<file path="src/lcp_pkg.sv">
`default_nettype none
package lcp_pkg;
    // ==========================================
    // sizes of one cluster and one array block
    localparam int CELLS = 10;
    localparam int MACROS = 16;
    localparam int PT_PER_MC = 2;
    localparam int PT_INPUTS = 16;
    localparam int MAX_TERMS = 32;
    localparam int EXP_SETS = 15;
    localparam int EXP_PER_SET = 2;
    localparam int LUT_WIDTH = 8;
    // ==========================================
    // lookup index positions and adder defaults
    localparam int IDX_CIN = 2;
    localparam int IDX_A = 1;
    localparam int IDX_B = 0;
    localparam logic [7:0] SUM_TT_ADD = 8'h96;
    localparam logic [7:0] CARRY_TT_ADD = 8'he8;
    localparam logic CELL_Q_RESET = 1'h0;
    localparam logic MC_Q_RESET = 1'h0;
    // ==========================================
    // types
    typedef enum logic [1:0] {CLR_NONE, CLR_SRC0, CLR_SRC1} lcp_clr_sel_t;
    typedef struct packed {
        logic [LUT_WIDTH-1:0] sum_tt;
        logic [LUT_WIDTH-1:0] carry_tt;
        logic cascade_en;
        logic cascade_or;
    } lcp_cell_cfg_t;
    typedef struct packed {
        logic counter_mode;
        logic clk_ena;
        logic sync_clear;
        logic sync_load;
    } lcp_cluster_ctl_t;
    typedef struct packed {
        logic [PT_INPUTS-1:0] use_mask;
        logic [PT_INPUTS-1:0] polarity;
    } lcp_pt_cfg_t;
    typedef struct packed {
        logic [PT_PER_MC-1:0] export_term;
        logic invert_term0;
        logic borrow_en;
        logic xor_polarity;
        logic registered;
        lcp_clr_sel_t clr_sel;
    } lcp_mc_cfg_t;
    // ==========================================
    // three-input lookup
    function automatic logic lcp_lookup(input logic [LUT_WIDTH-1:0] tt, input logic cin,
                                        input logic a, input logic b);
        logic [2:0] idx;
        idx = {cin, a, b};
        return tt[idx];
    endfunction
endpackage
`default_nettype wire
</file>
<file path="src/lcp_logic_cell.sv">
`timescale 1ns/1ps
`default_nettype none
module lcp_logic_cell (
    input wire lcp_pkg::lcp_cell_cfg_t cfg,
    input wire logic carry_in,
    input wire logic operand_a_input,
    input wire logic operand_b_input,
    input wire logic cascade_in,
    output logic result,
    output logic carry_out,
    output logic cascade_out
);
    // ==========================================
    // two three-input lookups
    logic lut_out;
    always_comb begin
        lut_out = lcp_pkg::lcp_lookup(cfg.sum_tt, carry_in, operand_a_input, operand_b_input);
        carry_out = lcp_pkg::lcp_lookup(cfg.carry_tt, carry_in, operand_a_input, operand_b_input);
        // cascade merge runs beside the carry chain, not instead of it
        if (!cfg.cascade_en) begin
            result = lut_out;
        end else if (cfg.cascade_or) begin
            result = lut_out | cascade_in;
        end else begin
            result = lut_out & cascade_in;
        end
        cascade_out = result;
    end
endmodule // lcp_logic_cell
`default_nettype wire

</file>
<file path="src/lcp_logic_fabric.sv">
`timescale 1ns/1ps
`default_nettype none
module lcp_logic_fabric (
    input wire logic core_clk,
    input wire logic resetn,
    input wire lcp_pkg::lcp_cluster_ctl_t cluster_ctl,
    input wire lcp_pkg::lcp_cell_cfg_t [lcp_pkg::CELLS-1:0] cell_cfg,
    input wire logic [lcp_pkg::CELLS-1:0] operand_a_input,
    input wire logic [lcp_pkg::CELLS-1:0] operand_b_input,
    input wire logic [lcp_pkg::CELLS-1:0] load_data,
    input wire logic carry_in,
    input wire logic cascade_in,
    input wire logic [lcp_pkg::PT_INPUTS-1:0] pt_inputs,
    input wire lcp_pkg::lcp_pt_cfg_t [lcp_pkg::MAX_TERMS-1:0] pt_cfg,
    input wire lcp_pkg::lcp_mc_cfg_t [lcp_pkg::MACROS-1:0] mc_cfg,
    input wire logic [1:0] global_clr,
    input wire logic [1:0] local_clr,
    input wire logic [1:0] clr_invert,
    output logic [lcp_pkg::CELLS-1:0] cell_comb_out,
    output logic [lcp_pkg::CELLS-1:0] cell_reg_out,
    output logic carry_out,
    output logic cascade_out,
    output logic [lcp_pkg::MACROS-1:0] mc_out
);

    // ==========================================
    // state
    typedef struct packed {
        logic [lcp_pkg::CELLS-1:0] cell_q;
    } lcp_fabric_state_t;

    lcp_fabric_state_t st_reg;
    lcp_fabric_state_t st_next;

    // ==========================================
    // cell cluster chains
    logic [lcp_pkg::CELLS:0] carry_chain;
    logic [lcp_pkg::CELLS:0] cascade_chain;
    logic [lcp_pkg::CELLS:0] count_chain;
    logic [lcp_pkg::CELLS-1:0] cell_result;
    logic [lcp_pkg::CELLS-1:0] cell_carry;
    logic [lcp_pkg::CELLS-1:0] count_toggle;

    assign carry_chain[0] = carry_in;
    assign cascade_chain[0] = cascade_in;
    // the lowest counter bit always sees a ripple input of one
    assign count_chain[0] = 1'b1;

    genvar gi;
    generate
        for (gi = 0; gi < lcp_pkg::CELLS; gi++) begin : g_cell
            lcp_logic_cell u_cell (
                .cfg(cell_cfg[gi]),
                .carry_in(carry_chain[gi]),
                .operand_a_input(operand_a_input[gi]),
                .operand_b_input(operand_b_input[gi]),
                .cascade_in(cascade_chain[gi]),
                .result(cell_result[gi]),
                .carry_out(cell_carry[gi]),
                .cascade_out(cascade_chain[gi+1])
            );

            assign carry_chain[gi+1] = cell_carry[gi];

            // counter bit: operand a enables, operand b picks up when high
            assign count_toggle[gi] = operand_a_input[gi] & count_chain[gi];
            assign count_chain[gi+1] = count_chain[gi] &
                (operand_b_input[gi] ? st_reg.cell_q[gi] : ~st_reg.cell_q[gi]);
        end
    endgenerate

    assign carry_out = carry_chain[lcp_pkg::CELLS];
    assign cascade_out = cascade_chain[lcp_pkg::CELLS];

    // ==========================================
    // cluster register next state
    // one set of clear and load lines serves the whole cluster, so in
    // counter mode every register follows the counter; cells that are not
    // part of it are to be used through their combinational output only
    always_comb begin
        st_next = st_reg;
        if (cluster_ctl.clk_ena) begin
            if (cluster_ctl.sync_clear) begin
                st_next.cell_q = '0;
            end else if (cluster_ctl.sync_load) begin
                st_next.cell_q = load_data;
            end else if (cluster_ctl.counter_mode) begin
                st_next.cell_q = st_reg.cell_q ^ count_toggle;
            end else begin
                st_next.cell_q = cell_result;
            end
        end
    end

    always_ff @(posedge core_clk or negedge resetn) begin
        if (!resetn) begin
            st_reg.cell_q <= {lcp_pkg::CELLS{lcp_pkg::CELL_Q_RESET}};
        end else begin
            st_reg <= st_next;
        end
    end

    // both copies stay usable together in arithmetic mode
    assign cell_comb_out = cell_result;
    assign cell_reg_out = st_reg.cell_q;

    // ==========================================
    // product term array
    function automatic logic lcp_product_term(input lcp_pkg::lcp_pt_cfg_t cfg,
                                              input logic [lcp_pkg::PT_INPUTS-1:0] in);
        logic [lcp_pkg::PT_INPUTS-1:0] lit;
        lit = (in ^ cfg.polarity) | ~cfg.use_mask;
        return &lit;
    endfunction

    logic [lcp_pkg::MAX_TERMS-1:0] pterm;

    generate
        for (gi = 0; gi < lcp_pkg::MAX_TERMS; gi++) begin : g_pterm
            assign pterm[gi] = lcp_product_term(pt_cfg[gi], pt_inputs);
        end
    endgenerate

    // ==========================================
    // block level clear sources
    // a global or a local request asserts a source before its inversion
    logic [1:0] clear_src;

    generate
        for (gi = 0; gi < 2; gi++) begin : g_clr
            assign clear_src[gi] = (global_clr[gi] | local_clr[gi]) ^ clr_invert[gi];
        end
    endgenerate

    // ==========================================
    // macrocells and the parallel expander chain
    // sixteen macrocells leave at most fifteen neighbours of two terms each
    logic [lcp_pkg::MACROS:0] exp_chain;

    assign exp_chain[0] = 1'b0;

    generate
        for (gi = 0; gi < lcp_pkg::MACROS; gi++) begin : g_mc
            lcp_macrocell u_mc (
                .core_clk(core_clk),
                .resetn(resetn),
                .cfg(mc_cfg[gi]),
                .terms(pterm[gi*lcp_pkg::PT_PER_MC +: lcp_pkg::PT_PER_MC]),
                .expander_in(exp_chain[gi]),
                .clear_src(clear_src),
                .expander_out(exp_chain[gi+1]),
                .mc_out(mc_out[gi])
            );
        end
    endgenerate

endmodule // lcp_logic_fabric
`default_nettype wire

</file>
<file path="src/lcp_macrocell.sv">
`timescale 1ns/1ps
`default_nettype none
module lcp_macrocell (
    input wire logic core_clk,
    input wire logic resetn,
    input wire lcp_pkg::lcp_mc_cfg_t cfg,
    input wire logic [lcp_pkg::PT_PER_MC-1:0] terms,
    input wire logic expander_in,
    input wire logic [1:0] clear_src,
    output logic expander_out,
    output logic mc_out
);
    typedef struct packed {
        logic q;
    } lcp_mc_state_t;
    lcp_mc_state_t st_reg;
    lcp_mc_state_t st_next;
    logic term0;
    logic own_sum;
    logic exported;
    logic or_sum;
    logic d;
    logic clr_hit;
    logic clr_n;
    // ==========================================
    // select matrix and or/xor
    always_comb begin
        term0 = terms[0] ^ cfg.invert_term0;
        own_sum = (term0 & ~cfg.export_term[0]) | (terms[1] & ~cfg.export_term[1]);
        exported = (term0 & cfg.export_term[0]) | (terms[1] & cfg.export_term[1]);
        // each borrowed set adds one gate level of delay along the chain
        or_sum = own_sum | (cfg.borrow_en & expander_in);
        expander_out = exported | (~cfg.borrow_en & expander_in);
        d = or_sum ^ cfg.xor_polarity;
        st_next = st_reg;
        st_next.q = d;
        mc_out = cfg.registered ? st_reg.q : d;
        case (cfg.clr_sel)
            lcp_pkg::CLR_SRC0: clr_hit = clear_src[0];
            lcp_pkg::CLR_SRC1: clr_hit = clear_src[1];
            default: clr_hit = 1'b0;
        endcase
    end
    // clear sources must be glitch free, any pulse clears the register
    assign clr_n = resetn & ~clr_hit;
    // ==========================================
    // programmable register
    always_ff @(posedge core_clk or negedge clr_n) begin
        if (!clr_n) begin
            st_reg.q <= lcp_pkg::MC_Q_RESET;
        end else begin
            st_reg <= st_next;
        end
    end
endmodule // lcp_macrocell
`default_nettype wire

</file>
<file path="config.mk">
export PLATFORM = sky130hd
export DESIGN_NAME = lcp_logic_fabric
export DESIGN_NICKNAME = d
export VERILOG_FILES = /design/src/lcp_pkg.sv /design/src/lcp_logic_cell.sv /design/src/lcp_logic_fabric.sv /design/src/lcp_macrocell.sv
export SDC_FILE = /design/constraint.sdc
export NUM_CORES = 1
export LEC_CHECK = 0
export BUFFER_PORTS_ARGS = -buffer_cell sky130_fd_sc_hd__buf_2
export CAP_MARGIN = 0
export CORE_AREA = 2 2 562 564
export DETAILED_ROUTE_END_ITERATION = 10
export DIE_AREA = 0 0 564 566
export SETUP_SLACK_MARGIN = 0.02
export SKIP_LAST_GASP = 1
export SLEW_MARGIN = 20
export SYNTH_ARGS = -nofsm -noshare
export SYNTH_HDL_FRONTEND = slang
export SYNTH_SLANG_ARGS = --single-unit
export TNS_END_PERCENT = 1
</file>
<file path="constraint.sdc">
create_clock -name core_clk -period 5.8 [get_ports core_clk]
set_input_delay 0.58 -clock core_clk [delete_from_list [all_inputs] [get_ports core_clk]]
set_output_delay 0.58 -clock core_clk [all_outputs]
set_load 0.01 [all_outputs]
</file>
==> impl_metrics.xml <==
<?xml version="1.0" encoding="UTF-8"?>
<metrics>
  <group name="clocking">
    <metric name="insertion_delay" unit="ns">0.32</metric>
    <metric name="clock_sink_count" unit="">26</metric>
    <metric name="ctsRootBufferMaster" unit="">clkbuf_16</metric>
    <metric name="clockBufferDepth" unit="">2</metric>
    <metric name="cts_hold_buffers" unit="">0</metric>
    <metric name="clock_pin_slew_reported_for_the_worst_setup_and_hold_paths_after_clock_tree_synthesis" unit="ns">0.12</metric>
    <metric name="cts_tree" unit="">built</metric>
    <metric name="cts_h_tree_depth" unit="">1</metric>
    <metric name="cts_buffers" unit="">3</metric>
  </group>
  <group name="global_routing">
    <metric name="antenna_found_initial" unit="">115</metric>
    <metric name="wire_length_of_the_first_global_routing_pass" unit="mm">200</metric>
    <metric name="overflow_left_after_global_routing" unit="">0</metric>
    <metric name="global_route_usage_sum" unit="%">9.82</metric>
    <metric name="grt_max_degree" unit="">26</metric>
    <metric name="via_count_of_the_first_global_routing_pass" unit="">19200</metric>
  </group>
  <group name="power">
    <metric name="peakVddDrop" unit="V">0.000127</metric>
    <metric name="power_per_cell_area" unit="nW/um^2">106</metric>
    <metric name="finalPower" unit="mW">2.71</metric>
    <metric name="cellLeakagePower" unit="nW">10.2</metric>
  </group>
  <group name="critical_path">
    <metric name="critical_path.cell_chain" unit="">buf_4, buf_12, xnor2_1, a22o_1, a221oi_1, buf_4, nand4_1, xnor2_1, a221oi_1, a21oi_2, o21ai_0, a221o_1, and3b_1, o41ai_1, buf_2</metric>
    <metric name="timing.setup.critical_path_class" unit="">in -&gt; out</metric>
    <metric name="crit_path_largest_cell_delay" unit="ns">0.50</metric>
    <metric name="critical_path_required" unit="ns">5.22</metric>
    <metric name="worst_path_max_delay_cell" unit="">a22o_1</metric>
    <metric name="reg2reg_slack" unit="ns">3.29</metric>
    <metric name="worstReg2RegStart" unit="">cell_reg_out[0]$_DFFE_PN0P_</metric>
    <metric name="crit_fanout" unit="">15</metric>
    <metric name="startpoint_type" unit="">primary input</metric>
    <metric name="rr_worst_depth" unit="">9</metric>
    <metric name="capturing_point_of_the_worst_reg2reg_path" unit="">cell_reg_out[8]$_DFFE_PN0P_</metric>
    <metric name="timing.critical_path.to_type" unit="">output pin</metric>
    <metric name="arrival" unit="ns">4.91</metric>
  </group>
  <group name="final_layout">
    <metric name="postLayoutCoreUtil" unit="%">8.12</metric>
    <metric name="drive_gt1_share" unit="%">55.4</metric>
    <metric name="final_common_cell" unit="">buf_2</metric>
    <metric name="areaGrowthSynthToFinish" unit="%">107</metric>
    <metric name="most-common-layout-cells" unit="">1412 x buf_2, 547 x xnor2_1, 173 x a22oi_1</metric>
    <metric name="largest_register_ffs" unit="">16</metric>
    <metric name="fillers" unit="">37100</metric>
    <metric name="final_nets" unit="">4322</metric>
  </group>
  <group name="timing">
    <metric name="final_period_minus_worst_setup_slack" unit="ns">5.49</metric>
    <metric name="fin_tns_setup" unit="ns">0</metric>
    <metric name="hold_violations_final" unit="">0</metric>
    <metric name="tightest_slew" unit="ns">0.765</metric>
    <metric name="fin_skew" unit="ns">0.00159</metric>
    <metric name="fin_ws" unit="ns">0.311</metric>
    <metric name="maxSlewHeadroom" unit="%">48.6</metric>
    <metric name="rsz0062_at_grt" unit="">false</metric>
    <metric name="finalSetupViolCount" unit="">0</metric>
    <metric name="min_period_over_period" unit="%">94.6</metric>
    <metric name="timing_max_transition_violations_final" unit="">0</metric>
    <metric name="achievable-frequency" unit="GHz">0.182</metric>
  </group>
  <group name="synthesis">
    <metric name="synthDominantAreaCellType" unit="">xnor2_1</metric>
    <metric name="synth_simple_gate_area_share" unit="%">7.81</metric>
    <metric name="synth_top_family_by_area" unit="">XOR/XNOR gates</metric>
    <metric name="synth.mux.area_fraction" unit="%">10.9</metric>
    <metric name="synthXorXnorAreaFrac" unit="%">40.0</metric>
    <metric name="synth_area_leaders" unit="">xnor2_1 39%, a22oi_1 11%, mux4_2 6.2%</metric>
    <metric name="yosys_synthesis_warning_count" unit="">0</metric>
    <metric name="ff_latch_count_synth" unit="">26</metric>
    <metric name="syn-num-nets" unit="">2899</metric>
    <metric name="asyncSetResetFlopFracSynth" unit="%">100</metric>
    <metric name="synth_ff_type" unit="">dfrtp_1</metric>
    <metric name="synth_cells" unit="">1475</metric>
    <metric name="netlist_area_before_placement" unit="sq um">12300</metric>
    <metric name="syn-mean-instance-area" unit="sq um">8.32</metric>
    <metric name="synth_top_area_share" unit="%">39.3</metric>
    <metric name="yosys.cell_types.count" unit="">61</metric>
    <metric name="synth_compound_gate_area_share" unit="%">25.6</metric>
    <metric name="seq_area_frac_synth" unit="%">5.30</metric>
    <metric name="synth_edf_count" unit="">0</metric>
    <metric name="yosys.area_share.adder" unit="%">3.26</metric>
  </group>
  <group name="floorplan">
    <metric name="floorplan.initialDensity" unit="%">3.91</metric>
    <metric name="die-area" unit="sq um">319000</metric>
    <metric name="die-height" unit="um">566</metric>
    <metric name="ios" unit="">1430</metric>
    <metric name="row_count" unit="">206</metric>
    <metric name="core_area" unit="sq um">313000</metric>
    <metric name="fp.dieW" unit="um">564</metric>
  </group>
  <group name="placed_design">
    <metric name="dpl_worst_slack" unit="ns">0.0273</metric>
    <metric name="place_hpwl" unit="mm">149</metric>
    <metric name="io_buffer_count" unit="">1428</metric>
    <metric name="gpl.final_weighted_congestion" unit="">1.01</metric>
  </group>
  <group name="detailed_routing">
    <metric name="finalWirelength" unit="mm">165</metric>
    <metric name="dr_total_vias" unit="">19300</metric>
    <metric name="antenna_left" unit="">0</metric>
    <metric name="route.detailed.drc" unit="">0</metric>
    <metric name="drt_pre_antenna_iters" unit="">5</metric>
    <metric name="drt_first_iter_violations" unit="">1655</metric>
    <metric name="wl_per_cell" unit="um">23.1</metric>
    <metric name="dr_vias_cell" unit="">2.70</metric>
  </group>
  <group name="run">
    <metric name="cap_viol_max_count" unit="">0</metric>
  </group>
  <group name="hold_path">
    <metric name="hp-class" unit="">in -&gt; async</metric>
  </group>
  <group name="status">
    <metric name="outcome" unit="">finished clean</metric>
  </group>
</metrics>
[worst max-delay path, delay by kind of cell]
| family | cells | cell delay (ns) |
|---|---|---|
| AOI/OAI and AO/OA | 7 | 2.24 |
| buffers and inverters | 4 | 0.97 |
| and+or+nand+nor | 2 | 0.54 |
| xor gates and xnor gates | 2 | 0.43 |
[power by group]
group	internal, mW	total, mW	leakage (nW)	switching (mW)
combinational	1.01	2.22	9.80	1.21
sequential	0.205	0.220	0.319	0.0148
clock	0.140	0.266	0.0516	0.126
total	1.35	2.71	10.2	1.35
[how the worst max path moves through the flow]
| stage | start | to | slack, ns | depth (start not counted) |
|---|---|---|---|---|
| final | pt_inputs[15] | mc_out[15] | 0.31 | 15 |
| after CTS | pt_inputs[15] | mc_out[15] | 0.07 | 17 |
| after detailed placement | pt_inputs[9] | mc_out[15] | 0.03 | 19 |
| after floorplan | operand_b_input[2] | cell_comb_out[9] | 1.02 | 14 |
| after global routing | pt_inputs[9] | mc_out[15] | 0.02 | 19 |
| after global placement | pt_inputs[15] | mc_out[15] | -0.08 | 17 |
[metal layers]
metal | GRT usage, % | wire length, um | vias up
met5 | 0 | 293 | -
met4 | 6.29 | 10800 | 42
met3 | 3.50 | 17300 | 372
met2 | 16.7 | 79000 | 1464
met1 | 10.2 | 57800 | 9033
li1 | - | - | 8348
[repair_timing]
item | in CTS | in global routing
buffers inserted | 0 | 1
gates resized for setup | 1 | 5
pin swaps | 0 | 1
setup endpoints to repair | 1 | 5
endpoints found under the hold margin | 0 | 0
[synth_stat cells (4+ instances only)]
library cell / count
xnor2_1: 551
a22oi_1: 173
inv_1: 70
buf_2: 65
a221oi_1: 55
a22o_1: 55
nand4_1: 51
nor2_1: 37
mux4_2: 34
ha_1: 32
nand2_1: 30
a21oi_1: 26
buf_4: 26
dfrtp_1: 26
mux2i_1: 25
mux2_2: 21
o21a_1: 18
o21ai_0: 17
clkbuf_1: 14
nor2b_1: 11
a211oi_1: 10
nand3_1: 10
o22ai_1: 10
xor2_1: 9
and3_1: 8
nand2b_1: 8
a222oi_1: 6
mux2_4: 6
nor3_1: 6
and2_1: 5
buf_1: 5
o21bai_1: 4
o32a_1: 4
[per-stage QoR]
step / instance area (sq um) / hold WS [ns] / std cells
floorplan: 12300 / 0.284 / 1475
global placement: 25100 / 0.587 / 7052
detailed placement: 25100 / 0.591 / 7052
CTS: 25200 / 0.162 / 7056
global route: 25400 / 0.203 / 7126
finish: 25400 / 0.209 / 7138
[cell families after synthesis]
family / after synthesis
adder cells (fa/ha/maj): 32
flip-flops: 26
XOR/XNOR: 560
AND/OR/NAND/NOR: 180
buffers and inverters: 181
AO/OA/AOI/OAI: 410
multiplexers: 86
[final cells by class]
type / count / area, sq um / area share [%]
sequential: 26 / 651 / 2.56
inverter: 70 / 263 / 1.03
antenna: 81 / 203 / 0.797
timing repair buffer: 1529 / 8220 / 32.3
clock inverter: 1 / 30.0 / 0.118
tap: 4160 / 5200 / 20.5
multi-input combinational: 1268 / 10800 / 42.4
clock buffer: 3 / 75.1 / 0.295
Power figures use the tool's default switching activity.
